File: config.mk
export PLATFORM = sky130hd
export DESIGN_NAME = system_clock_control
export DESIGN_NICKNAME = d
export VERILOG_FILES = /design/src/clk_ctl_pkg.sv /design/src/clk_sync3.sv /design/src/clk_tick_divider.sv /design/src/system_clock_control.sv
export SDC_FILE = /design/constraint.sdc
export NUM_CORES = 1
export LEC_CHECK = 0
export BUFFER_PORTS_ARGS = -buffer_cell sky130_fd_sc_hd__buf_2
export CORE_MARGIN = 3
export CORE_UTILIZATION = 40
export DETAILED_ROUTE_END_ITERATION = 10
export GPL_ROUTABILITY_DRIVEN = 1
export GPL_TIMING_DRIVEN = 0
export HOLD_SLACK_MARGIN = 0.08
export MAX_ROUTING_LAYER = met4
export SYNTH_ARGS = -nofsm -noshare
export SYNTH_HDL_FRONTEND = slang
export SYNTH_SLANG_ARGS = --single-unit
File: constraint.sdc
create_clock -name i_clk -period 3.2 [get_ports i_clk]
set_input_delay 0.16 -clock i_clk [delete_from_list [all_inputs] [get_ports i_clk]]
set_output_delay 0.16 -clock i_clk [all_outputs]
set_load 0.1 [all_outputs]
File: src/clk_ctl_pkg.sv
// Constants, register map and carrier types shared by the clock control block.
package clk_ctl_pkg;

	////////////////////////////////////////////////////////////////////////////////
	// Register indices, as printed; the byte address is four times the index.
	localparam logic [7:0] IDX_OSC_SEL = 8'hd3;      // Oscillator select control.
	localparam logic [7:0] IDX_SYSCLK  = 8'hd4;      // System clock control.
	localparam logic [7:0] IDX_CLKOUT  = 8'hfe;      // Clock output control.
	localparam int         ADDR_W      = 10;         // Decoded byte address width.
	localparam int         IDX_SHIFT   = 2;          // Index to byte address shift.

	////////////////////////////////////////////////////////////////////////////////
	// Field positions and reset values.
	localparam int         SYS_WAKE_BIT = 7;         // External interrupt wake enable.
	localparam int         SYS_DIV_HI   = 4;         // Divider select, upper bit.
	localparam int         SYS_DIV_LO   = 3;         // Divider select, lower bit.
	localparam logic [7:0] SYS_MASK     = 8'h98;     // Implemented bits of system control.
	localparam logic [7:0] SYS_RST      = 8'h98;     // Wake on, divide by sixteen.
	localparam int         OSC_SUB_BIT  = 0;         // Zero main clock, one sub clock.
	localparam int         OSC_SSTP_BIT = 2;         // Sub oscillator stop.
	localparam int         OSC_MSTP_BIT = 3;         // Main oscillator stop.
	localparam logic [7:0] OSC_MASK     = 8'h0d;     // Implemented bits of oscillator control.
	localparam logic [7:0] OSC_RST      = 8'h00;     // Main clock selected, both running.
	localparam logic [7:0] CLKOUT_MASK  = 8'h03;     // Output frequency field.
	localparam logic [7:0] CLKOUT_RST   = 8'h00;     // System clock divided by sixty-four.

	////////////////////////////////////////////////////////////////////////////////
	// Divider ratios in selected-clock ticks.
	localparam int         DIV_W     = 8;            // Divider counter width.
	localparam logic [7:0] CPU_DIV0  = 8'h01;        // Select code 0: divide by one.
	localparam logic [7:0] CPU_DIV1  = 8'h02;        // Select code 1: divide by two.
	localparam logic [7:0] CPU_DIV2  = 8'h08;        // Select code 2: divide by eight.
	localparam logic [7:0] CPU_DIV3  = 8'h10;        // Select code 3: divide by sixteen.
	localparam logic [7:0] COUT_HALF0 = 8'h20;       // Half period for divide by 64.
	localparam logic [7:0] COUT_HALF1 = 8'h10;       // Half period for divide by 32.
	localparam logic [7:0] COUT_HALF2 = 8'h08;       // Half period for divide by 16.
	localparam logic [7:0] COUT_HALF3 = 8'h04;       // Half period for divide by 8.

	////////////////////////////////////////////////////////////////////////////////
	// Types.
	typedef enum logic [1:0] {MODE_RUN, MODE_IDLE, MODE_STOP} pwr_mode_type;

	typedef enum logic [1:0] {REG_NONE, REG_OSC, REG_SYS, REG_COUT} reg_id_type;

	// Address phase of an AHB-Lite transfer.
	typedef struct packed {
		logic              hsel;
		logic [1:0]        htrans;
		logic              hwrite;
		logic [2:0]        hsize;
		logic [ADDR_W-1:0] haddr;
	} ahb_req_type;

	// Wake and sleep events from the CPU core and the interrupt logic.
	typedef struct packed {
		logic idle_req;
		logic stop_req;
		logic ext_irq;
		logic int_irq;
	} pwr_evt_type;

endpackage

File: src/clk_sync3.sv
// Three flip-flop synchroniser with agreement filter for one oscillator input.
`timescale 1ns/10ps
`default_nettype none
module clk_sync3 (
	// Clock, reset and enable.
	input  wire logic i_clk,
	input  wire logic i_srst,
	input  wire logic i_ce,
	// Asynchronous input and filtered level.
	input  wire logic i_async,
	output logic      o_level
);

	typedef struct packed {
		logic ff1;       // First stage, read only by the second.
		logic ff2;       // Second stage.
		logic ff3;       // Third stage.
		logic level;     // Filtered level.
	} sync_state_type;

	sync_state_type s_r;     // Registered state.
	sync_state_type s_nxt;   // Next state.

	// The level changes only when the second and third stages agree.
	always_comb begin
		s_nxt     = s_r;
		s_nxt.ff1 = i_async;
		s_nxt.ff2 = s_r.ff1;
		s_nxt.ff3 = s_r.ff2;
		if (s_r.ff2 == s_r.ff3) begin
			s_nxt.level = s_r.ff3;
		end
	end

	// State register with freeze on clock enable.
	always_ff @(posedge i_clk) begin
		if (i_srst) begin
			s_r <= '0;
		end else if (i_ce) begin
			s_r <= s_nxt;
		end
	end

	assign o_level = s_r.level;

endmodule
`default_nettype wire

File: src/clk_tick_divider.sv
// Tick divider whose ratio is taken only at a period boundary.
`timescale 1ns/10ps
`default_nettype none
module clk_tick_divider #(
	parameter int CNT_W = 8
) (
	// Clock, reset and enable.
	input  wire logic             i_clk,
	input  wire logic             i_srst,
	input  wire logic             i_ce,
	// Input ticks and ratio; a ratio of zero acts as one.
	input  wire logic             i_tick,
	input  wire logic [CNT_W-1:0] i_ratio,
	output logic                  o_tick
);

	typedef struct packed {
		logic [CNT_W-1:0] cnt;     // Ticks seen in this period.
		logic [CNT_W-1:0] ratio;   // Ratio of the running period.
		logic             pulse;   // Registered output tick.
	} div_state_type;

	div_state_type s_r;     // Registered state.
	div_state_type s_nxt;   // Next state.

	// A new ratio is loaded only on wrap, so no period is ever cut short.
	always_comb begin
		s_nxt       = s_r;
		s_nxt.pulse = 1'b0;
		if (i_tick) begin
			if ((s_r.cnt + 1'b1) >= s_r.ratio) begin
				s_nxt.cnt   = '0;
				s_nxt.ratio = i_ratio;
				s_nxt.pulse = 1'b1;
			end else begin
				s_nxt.cnt = s_r.cnt + 1'b1;
			end
		end
	end

	// State register with freeze on clock enable.
	always_ff @(posedge i_clk) begin
		if (i_srst) begin
			s_r <= '0;
		end else if (i_ce) begin
			s_r <= s_nxt;
		end
	end

	assign o_tick = s_r.pulse;

endmodule
`default_nettype wire

File: src/system_clock_control.sv
// System clock selection, CPU divider, clock output and power-down control.
//
// Overview of operation
// - Main and sub oscillator feed selected system clock.
// - CPU clock divides system clock by 1/2/8/16.
// - System clock control register read/write at D4H.
// - Bit seven gates external interrupt Stop release.
// - Reset: wake enabled, main running, divide sixteen.
// - Software may speed CPU to 1, 2, 8.
// - Clock output control register read/write at FEH.
// - Output field resets zero, giving divide sixty-four.
// - Stop halts main oscillator; reset, external or (sub clock selected) internal interrupts release.
// - Idle gates only CPU clock; peripherals keep running.
// - Idle ends on reset or any interrupt.
// - Oscillator select bit zero: main zero, sub one.
// - Bit three stops main, bit two stops sub.
// - System control bits four, three pick divider.
//
// Local design decision: the AHB-Lite interface to the registers.
`timescale 1ns/10ps
`default_nettype none
module system_clock_control (
	// Clock, reset and enable.
	input  wire logic                     i_clk,
	input  wire logic                     i_srst,
	input  wire logic                     i_ce,
	// AHB-Lite slave.
	input  wire clk_ctl_pkg::ahb_req_type i_ahb,
	input  wire logic                     i_hready,
	input  wire logic [31:0]              i_hwdata,
	output logic [31:0]                   o_hrdata,
	output logic                          o_hreadyout,
	output logic                          o_hresp,
	// Oscillator inputs, from outside the clock domain.
	input  wire logic                     i_main_osc,
	input  wire logic                     i_sub_osc,
	// Power-down requests and wake events, same clock domain.
	input  wire clk_ctl_pkg::pwr_evt_type i_evt,
	// Clock enables and status toward the CPU and peripherals.
	output logic                          o_cpu_clk_en,
	output logic                          o_periph_clk_en,
	output logic                          o_main_osc_en,
	output logic                          o_sub_osc_en,
	output logic                          o_clk_out,
	output logic                          o_idle_mode,
	output logic                          o_stop_mode
);

	////////////////////////////////////////////////////////////////////////////////
	// State.

	typedef struct packed {
		logic [7:0]                      sys_ctl;     // System clock control.
		logic [7:0]                      osc_ctl;     // Oscillator select control.
		logic [7:0]                      cout_ctl;    // Clock output control.
		clk_ctl_pkg::pwr_mode_type       mode;        // Power mode.
		logic                            wr_pend;     // Write data phase pending.
		clk_ctl_pkg::reg_id_type         wr_reg;      // Register written in data phase.
		logic [31:0]                     rdata;       // Read data for the data phase.
		logic                            readyout;    // Slave ready.
		logic                            main_d;      // Previous main oscillator level.
		logic                            sub_d;       // Previous sub oscillator level.
		logic                            cpu_en;      // CPU clock enable.
		logic                            periph_en;   // Peripheral clock enable.
		logic                            main_en;     // Main oscillator run.
		logic                            sub_en;      // Sub oscillator run.
		logic                            clk_out;     // Clock output level.
		logic                            idle_f;      // Registered Idle mode flag.
		logic                            stop_f;      // Registered Stop mode flag.
	} ctl_state_type;

	// Reset state; every field is constant.
	localparam ctl_state_type RST_STATE = '{
		sys_ctl:  clk_ctl_pkg::SYS_RST,
		osc_ctl:  clk_ctl_pkg::OSC_RST,
		cout_ctl: clk_ctl_pkg::CLKOUT_RST,
		mode:     clk_ctl_pkg::MODE_RUN,
		wr_reg:   clk_ctl_pkg::REG_NONE,
		main_en:  1'b1,
		sub_en:   1'b1,
		default:  '0
	};

	ctl_state_type s_r;     // Registered state.
	ctl_state_type s_nxt;   // Next state.

	////////////////////////////////////////////////////////////////////////////////
	// Helpers.

	// Decodes a byte address to a register; used for reads and writes.
	function automatic clk_ctl_pkg::reg_id_type reg_decode(
		input logic [clk_ctl_pkg::ADDR_W-1:0] addr
	);
		logic [clk_ctl_pkg::ADDR_W-1:0] a_osc;
		logic [clk_ctl_pkg::ADDR_W-1:0] a_sys;
		logic [clk_ctl_pkg::ADDR_W-1:0] a_cout;
		a_osc  = {clk_ctl_pkg::IDX_OSC_SEL, 2'b00};
		a_sys  = {clk_ctl_pkg::IDX_SYSCLK, 2'b00};
		a_cout = {clk_ctl_pkg::IDX_CLKOUT, 2'b00};
		if (addr == a_osc) begin
			reg_decode = clk_ctl_pkg::REG_OSC;
		end else if (addr == a_sys) begin
			reg_decode = clk_ctl_pkg::REG_SYS;
		end else if (addr == a_cout) begin
			reg_decode = clk_ctl_pkg::REG_COUT;
		end else begin
			reg_decode = clk_ctl_pkg::REG_NONE;
		end
	endfunction

	////////////////////////////////////////////////////////////////////////////////
	// Oscillator synchronisers and tick sources.

	logic main_lvl;      // Filtered main oscillator level.
	logic sub_lvl;       // Filtered sub oscillator level.
	logic main_tick;     // One rising main edge while it runs.
	logic sub_tick;      // One rising sub edge while it runs.
	logic sel_sub;       // Sub clock selected as system clock.
	logic sys_tick;      // Selected system clock tick.
	logic cpu_tick;      // Divided CPU tick.
	logic cout_tick;     // Clock output half period tick.
	logic [clk_ctl_pkg::DIV_W-1:0] cpu_ratio;    // CPU divider ratio.
	logic [clk_ctl_pkg::DIV_W-1:0] cout_ratio;   // Clock output half period.

	// Main oscillator input.
	clk_sync3 u_sync_main (
		.i_clk   (i_clk),
		.i_srst  (i_srst),
		.i_ce    (i_ce),
		.i_async (i_main_osc),
		.o_level (main_lvl)
	);

	// Sub oscillator input.
	clk_sync3 u_sync_sub (
		.i_clk   (i_clk),
		.i_srst  (i_srst),
		.i_ce    (i_ce),
		.i_async (i_sub_osc),
		.o_level (sub_lvl)
	);

	// A halted oscillator gives no ticks; selection picks one source.
	always_comb begin
		main_tick = main_lvl & ~s_r.main_d & s_r.main_en;
		sub_tick  = sub_lvl & ~s_r.sub_d & s_r.sub_en;
		sel_sub   = s_r.osc_ctl[clk_ctl_pkg::OSC_SUB_BIT];
		sys_tick  = sel_sub ? sub_tick : main_tick;
	end

	// Divider select decode for the CPU clock.
	always_comb begin
		unique case (s_r.sys_ctl[clk_ctl_pkg::SYS_DIV_HI:clk_ctl_pkg::SYS_DIV_LO])
			2'b00: cpu_ratio = clk_ctl_pkg::CPU_DIV0;
			2'b01: cpu_ratio = clk_ctl_pkg::CPU_DIV1;
			2'b10: cpu_ratio = clk_ctl_pkg::CPU_DIV2;
			2'b11: cpu_ratio = clk_ctl_pkg::CPU_DIV3;
		endcase
	end

	// Frequency select decode for the clock output.
	always_comb begin
		unique case (s_r.cout_ctl[1:0])
			2'b00: cout_ratio = clk_ctl_pkg::COUT_HALF0;
			2'b01: cout_ratio = clk_ctl_pkg::COUT_HALF1;
			2'b10: cout_ratio = clk_ctl_pkg::COUT_HALF2;
			2'b11: cout_ratio = clk_ctl_pkg::COUT_HALF3;
		endcase
	end

	// CPU divider; ratio changes wait for the end of a period.
	clk_tick_divider #(
		.CNT_W (clk_ctl_pkg::DIV_W)
	) u_cpu_div (
		.i_clk   (i_clk),
		.i_srst  (i_srst),
		.i_ce    (i_ce),
		.i_tick  (sys_tick),
		.i_ratio (cpu_ratio),
		.o_tick  (cpu_tick)
	);

	// Clock output divider, counting half periods.
	clk_tick_divider #(
		.CNT_W (clk_ctl_pkg::DIV_W)
	) u_cout_div (
		.i_clk   (i_clk),
		.i_srst  (i_srst),
		.i_ce    (i_ce),
		.i_tick  (sys_tick),
		.i_ratio (cout_ratio),
		.o_tick  (cout_tick)
	);

	////////////////////////////////////////////////////////////////////////////////
	// Next-state logic: bus, registers, power mode and clock enables.

	always_comb begin
		logic                    addr_ok;    // Address phase accepted.
		clk_ctl_pkg::reg_id_type rd_reg;     // Register addressed.
		logic                    wake_ext;   // External interrupt releases Stop.
		logic                    wake_int;   // Internal interrupt releases Stop.
		addr_ok  = 1'b0;
		rd_reg   = clk_ctl_pkg::REG_NONE;
		wake_ext = 1'b0;
		wake_int = 1'b0;
		s_nxt    = s_r;

		// The slave waits only in the first cycle after reset and always answers OKAY.
		s_nxt.readyout = 1'b1;
		s_nxt.main_d   = main_lvl;
		s_nxt.sub_d    = sub_lvl;

		// Data phase of a write updates the latched register.
		if (s_r.wr_pend) begin
			unique case (s_r.wr_reg)
				clk_ctl_pkg::REG_OSC: begin
					s_nxt.osc_ctl = i_hwdata[7:0] & clk_ctl_pkg::OSC_MASK;
				end
				clk_ctl_pkg::REG_SYS: begin
					s_nxt.sys_ctl = i_hwdata[7:0] & clk_ctl_pkg::SYS_MASK;
				end
				clk_ctl_pkg::REG_COUT: begin
					s_nxt.cout_ctl = i_hwdata[7:0] & clk_ctl_pkg::CLKOUT_MASK;
				end
				clk_ctl_pkg::REG_NONE: begin
					// Unmapped writes are dropped.
				end
			endcase
		end

		// Address phase; reads see a write still in its data phase.
		addr_ok       = i_ahb.hsel & i_ahb.htrans[1] & i_hready;
		s_nxt.wr_pend = addr_ok & i_ahb.hwrite;
		s_nxt.wr_reg  = reg_decode(i_ahb.haddr);
		if (addr_ok && !i_ahb.hwrite) begin
			rd_reg = reg_decode(i_ahb.haddr);
			unique case (rd_reg)
				clk_ctl_pkg::REG_OSC:  s_nxt.rdata = {24'h000000, s_nxt.osc_ctl};
				clk_ctl_pkg::REG_SYS:  s_nxt.rdata = {24'h000000, s_nxt.sys_ctl};
				clk_ctl_pkg::REG_COUT: s_nxt.rdata = {24'h000000, s_nxt.cout_ctl};
				clk_ctl_pkg::REG_NONE: s_nxt.rdata = 32'h00000000;
			endcase
		end

		// Wake sources for Stop.
		wake_ext = i_evt.ext_irq & s_r.sys_ctl[clk_ctl_pkg::SYS_WAKE_BIT];
		wake_int = i_evt.int_irq & sel_sub;

		// Power mode sequencing.
		unique case (s_r.mode)
			clk_ctl_pkg::MODE_RUN: begin
				if (i_evt.stop_req) begin
					s_nxt.mode = clk_ctl_pkg::MODE_STOP;
				end else if (i_evt.idle_req) begin
					s_nxt.mode = clk_ctl_pkg::MODE_IDLE;
				end
			end
			clk_ctl_pkg::MODE_IDLE: begin
				if (i_evt.ext_irq || i_evt.int_irq) begin
					s_nxt.mode = clk_ctl_pkg::MODE_RUN;
				end
			end
			clk_ctl_pkg::MODE_STOP: begin
				if (wake_ext || wake_int) begin
					s_nxt.mode = clk_ctl_pkg::MODE_RUN;
				end
			end
			default: begin
				s_nxt.mode = clk_ctl_pkg::MODE_RUN;
			end
		endcase

		// Mode flags are registered so that the mode outputs come straight from flops.
		// They follow the next mode, so they never lag the mode register itself.
		s_nxt.idle_f = (s_nxt.mode == clk_ctl_pkg::MODE_IDLE);
		s_nxt.stop_f = (s_nxt.mode == clk_ctl_pkg::MODE_STOP);

		// Oscillator run controls; Stop halts the main oscillator.
		s_nxt.main_en = ~s_nxt.osc_ctl[clk_ctl_pkg::OSC_MSTP_BIT] &
			(s_nxt.mode != clk_ctl_pkg::MODE_STOP);
		s_nxt.sub_en  = ~s_nxt.osc_ctl[clk_ctl_pkg::OSC_SSTP_BIT];

		// CPU clock is gated in Idle and Stop; peripherals follow the system clock.
		s_nxt.cpu_en    = cpu_tick & (s_r.mode == clk_ctl_pkg::MODE_RUN);
		s_nxt.periph_en = sys_tick;

		// Clock output toggles once per half period.
		if (cout_tick) begin
			s_nxt.clk_out = ~s_r.clk_out;
		end
	end

	////////////////////////////////////////////////////////////////////////////////
	// State register.

	// Reset loads the documented defaults; a low enable freezes everything.
	always_ff @(posedge i_clk) begin
		if (i_srst) begin
			s_r <= RST_STATE;
		end else if (i_ce) begin
			s_r <= s_nxt;
		end
	end

	////////////////////////////////////////////////////////////////////////////////
	// Outputs, all straight from the state register except o_hresp, tied to OKAY.

	assign o_hrdata        = s_r.rdata;
	assign o_hreadyout     = s_r.readyout;
	assign o_hresp         = 1'b0;
	assign o_cpu_clk_en    = s_r.cpu_en;
	assign o_periph_clk_en = s_r.periph_en;
	assign o_main_osc_en   = s_r.main_en;
	assign o_sub_osc_en    = s_r.sub_en;
	assign o_clk_out       = s_r.clk_out;
	assign o_idle_mode     = s_r.idle_f;
	assign o_stop_mode     = s_r.stop_f;

endmodule
`default_nettype wire

==> flow_summary.ini <==
[layout]
fin_nets = 592
drive_above_1_share_pct = 20.9
fillers = 913
final_core_util_pct = 49.3
area_growth_pct = 17.0
layout_common_cells = dfxtp_1 (81), buf_2 (44), nor2_1 (39), buf_4 (34), nand2_1 (33)
final_common_cell = dfxtp_1
antennaDiodeCount = 0

[clocking]
ctsLongestPathBuffers = 2
cts-resized-gates = 0
cts_tree = yes
htreeDepth = 3
clock_latency_ps = 350
clock_sinks = 81
clk_pin_slew_ps = 90
cts_root_buf = clkbuf_8
cts_inserted_buffers = 9

[detailed_routing]
wl_mm = 9.06
ant_nets = 0
drc = 0
firstDrtPassIters = 4
via_count = 3274
drt_iter0_drc = 198
avgViaCountPerCell = 4.99
wl_per_cell_um = 13.8

[job]
drv_cap = 0

[timing]
setup_viol = 0
max_slew_margin_pct = 50.5
holdWs_ps = 99.4
hold_viol_final = 0
fin_crit_sh_pct = 84.8
maxSlewViolCount = 0
tightest_slew_ps = 737
period_needed_ps = 2710
max_freq_mhz = 368
tns_ps = 0
fin_skew_ps = 15.0
rsz0062_at_grt = no

[synthesis]
synthCells = 441
synth_ff_type = dfxtp_1
synth_edf_count = 0
synth_warnings = 0
avgSynthCellArea_sq_um = 8.99
syn-cell-area_sq_um = 3970
yosys_register_bits = 81
ys_seq_area_share_pct = 40.9
ys_types = 65
synth-async-reset-ratio_pct = 0

[placement]
post-dp-hpwl_mm = 6.76
gp_congestion = 0.809
numPortBuffers = 43

[power_and_ir_drop]
p_int_mw = 1.36
power.total_mw = 1.99
pwr-share-comb_pct = 14.2
power.density_nw_per_um2 = 429
p_sw_uw = 628
p_sw_share_pct = 31.5
max-vdd-ir-drop_mv = 0.318
p_leak_nw = 1.91
seqPwrFrac_pct = 51.4
pwr-share-clk_pct = 34.4

[critical_path]
worstSetupPathType = reg -> reg
cp_max_fo = 8
cp.arrival_ps = 2920
critPathSlowestCell = nor4_2
end_kind = register
cp-start-kind = register
crit_chain = ha_1, nand3_1, xnor2_1, ha_1, a21oi_1, o22ai_4, nor4_2, or2_2, a21oi_1
r2r_slack_ps = 490
cpPeakStageDelay_ps = 570
worstReg2RegStart = u_cout_div.s_r[9]
startpoint = u_cout_div.s_r[9]
crit_required_ps = 3410

[min_path]
hold_path_class = in -> reg
min-delay-start = i_hwdata[7]

[grt]
grt_pass1_wl_mm = 15.0
antenna_found_initial = 0
grt_pass1_vias = 3019
grt_overflow = 0
grt_use_total_pct = 16.9
grt_max_degree = 16

[outcome]
status = finished, final reports clean

[floorplanning]
start_util_pct = 42.1
rows = 35
die_h_um = 106
die_x_um = 106
num_io_pins = 100
core_area_sq_um = 9420
dieArea_sq_um = 11100
==> layout make-up <==
cell class | instances | area (sq um) | share of cell area (%)
sequential | 81 | 1620 | 35.0
buffer | 50 | 324 | 6.98
clock buffer | 9 | 124 | 2.67
multi-input combinational | 323 | 2070 | 44.6
timing repair buffer | 46 | 245 | 5.29
tap | 129 | 161 | 3.48
clock inverter | 7 | 52.6 | 1.13
inverter | 11 | 41.3 | 0.890
==> power groups by stage <==
stage	Clock, mW	Combinational [mW]	Sequential, mW
6_report	0.684	0.283	1.02
4_1_cts	0.698	0.283	1.02
5_1_grt	0.740	0.299	1.02
3_5_place_dp	0	0.280	1.05
3_3_place_gp	0	0.278	1.05
2_1_floorplan	0	0.210	1.07
==> worst max-delay path, delay by kind of cell (launching register included) <==
kind / cells / cell delay [ps]
fa+ha+maj: 2 / 550
simple gates: 3 / 960
flops: 1 / 410
compound gates: 3 / 440
xor+xnor: 1 / 220
==> per-layer routing <==
metal	global-route usage [%]	vias to the layer above	part of all wire, %
met5	-	-	0
met4	4.35	0	0.98
met3	2.45	8	6.0
met2	26.0	100	44
met1	23.3	1491	49
li1	-	1675	-
==> Yosys cell counts (all sizes together), types with 2 or more instances <==
master | number | area (sq um)
or3 | 4 | 25.0
a21o | 2 | 15.0
o21ai | 16 | 80.1
or2 | 2 | 12.5
mux2i | 21 | 210
nand2 | 33 | 124
and2 | 23 | 144
nor3 | 8 | 45.0
or4b | 2 | 20.0
a32oi | 2 | 17.5
nand3 | 14 | 75.1
o22ai | 4 | 45.0
a21oi | 29 | 145
nand4 | 8 | 50.1
a221oi | 4 | 35.0
and3 | 7 | 43.8
nor2b | 6 | 37.5
nor4b | 3 | 26.3
xnor2 | 6 | 52.6
a22o | 3 | 26.3
inv | 10 | 37.5
ha | 11 | 138
a211oi | 7 | 57.6
and4b | 2 | 20.0
buf | 38 | 279
nor4 | 2 | 18.8
a31oi | 4 | 25.0
a211o | 2 | 17.5
or4 | 2 | 15.0
dfxtp | 81 | 1620
and4bb | 2 | 25.0
nor2 | 39 | 146
o2bb2ai | 2 | 17.5
o21a | 5 | 37.5
xor2 | 2 | 17.5
nand3b | 3 | 22.5
nand4b | 2 | 17.5
clkbuf | 12 | 45.0
nor3b | 4 | 35.0
==> logic make-up after synthesis <==
family	synth area share (%)
mux	5.58
simple gates	22.9
flops	40.9
buf+inv	9.21
xor+xnor	1.77
compound gates	16.1
fa+ha+maj	3.47
other cells	0.0945
==> per-stage QoR <==
step	cells	cell area, sq um	setup WS (ps)
global placement	637	4430	560
detailed placement	637	4430	508
global route	656	4640	212
floorplan	465	4060	848
CTS	656	4640	491
finish	656	4640	486
==> timing repair <==
action / 4_1_cts / 5_1_grt
setup buffers: 0 / 0
hold buffers: 3 / 0
hold endpoints to repair: 3 / 0
==> path summary, 6_finish.rpt <==
path,to,cells after the start
setup / recovery,u_cout_div.o_tick,9
hold / removal,s_r[70],3
setup reg to reg,u_cout_div.o_tick,9
hold reg to reg,o_stop_mode,1
==> registers in the layout, summed over array words and instances (netlist names), 2 cells and up <==
name / flops
u_cpu_div.s_r: 12
u_sync_sub.s_nxt: 2
u_sync_main.s_nxt: 2
o_hrdata: 8
s_r: 31
u_cout_div.s_r: 12
Note: power is estimated with default switching activity, not from simulation.
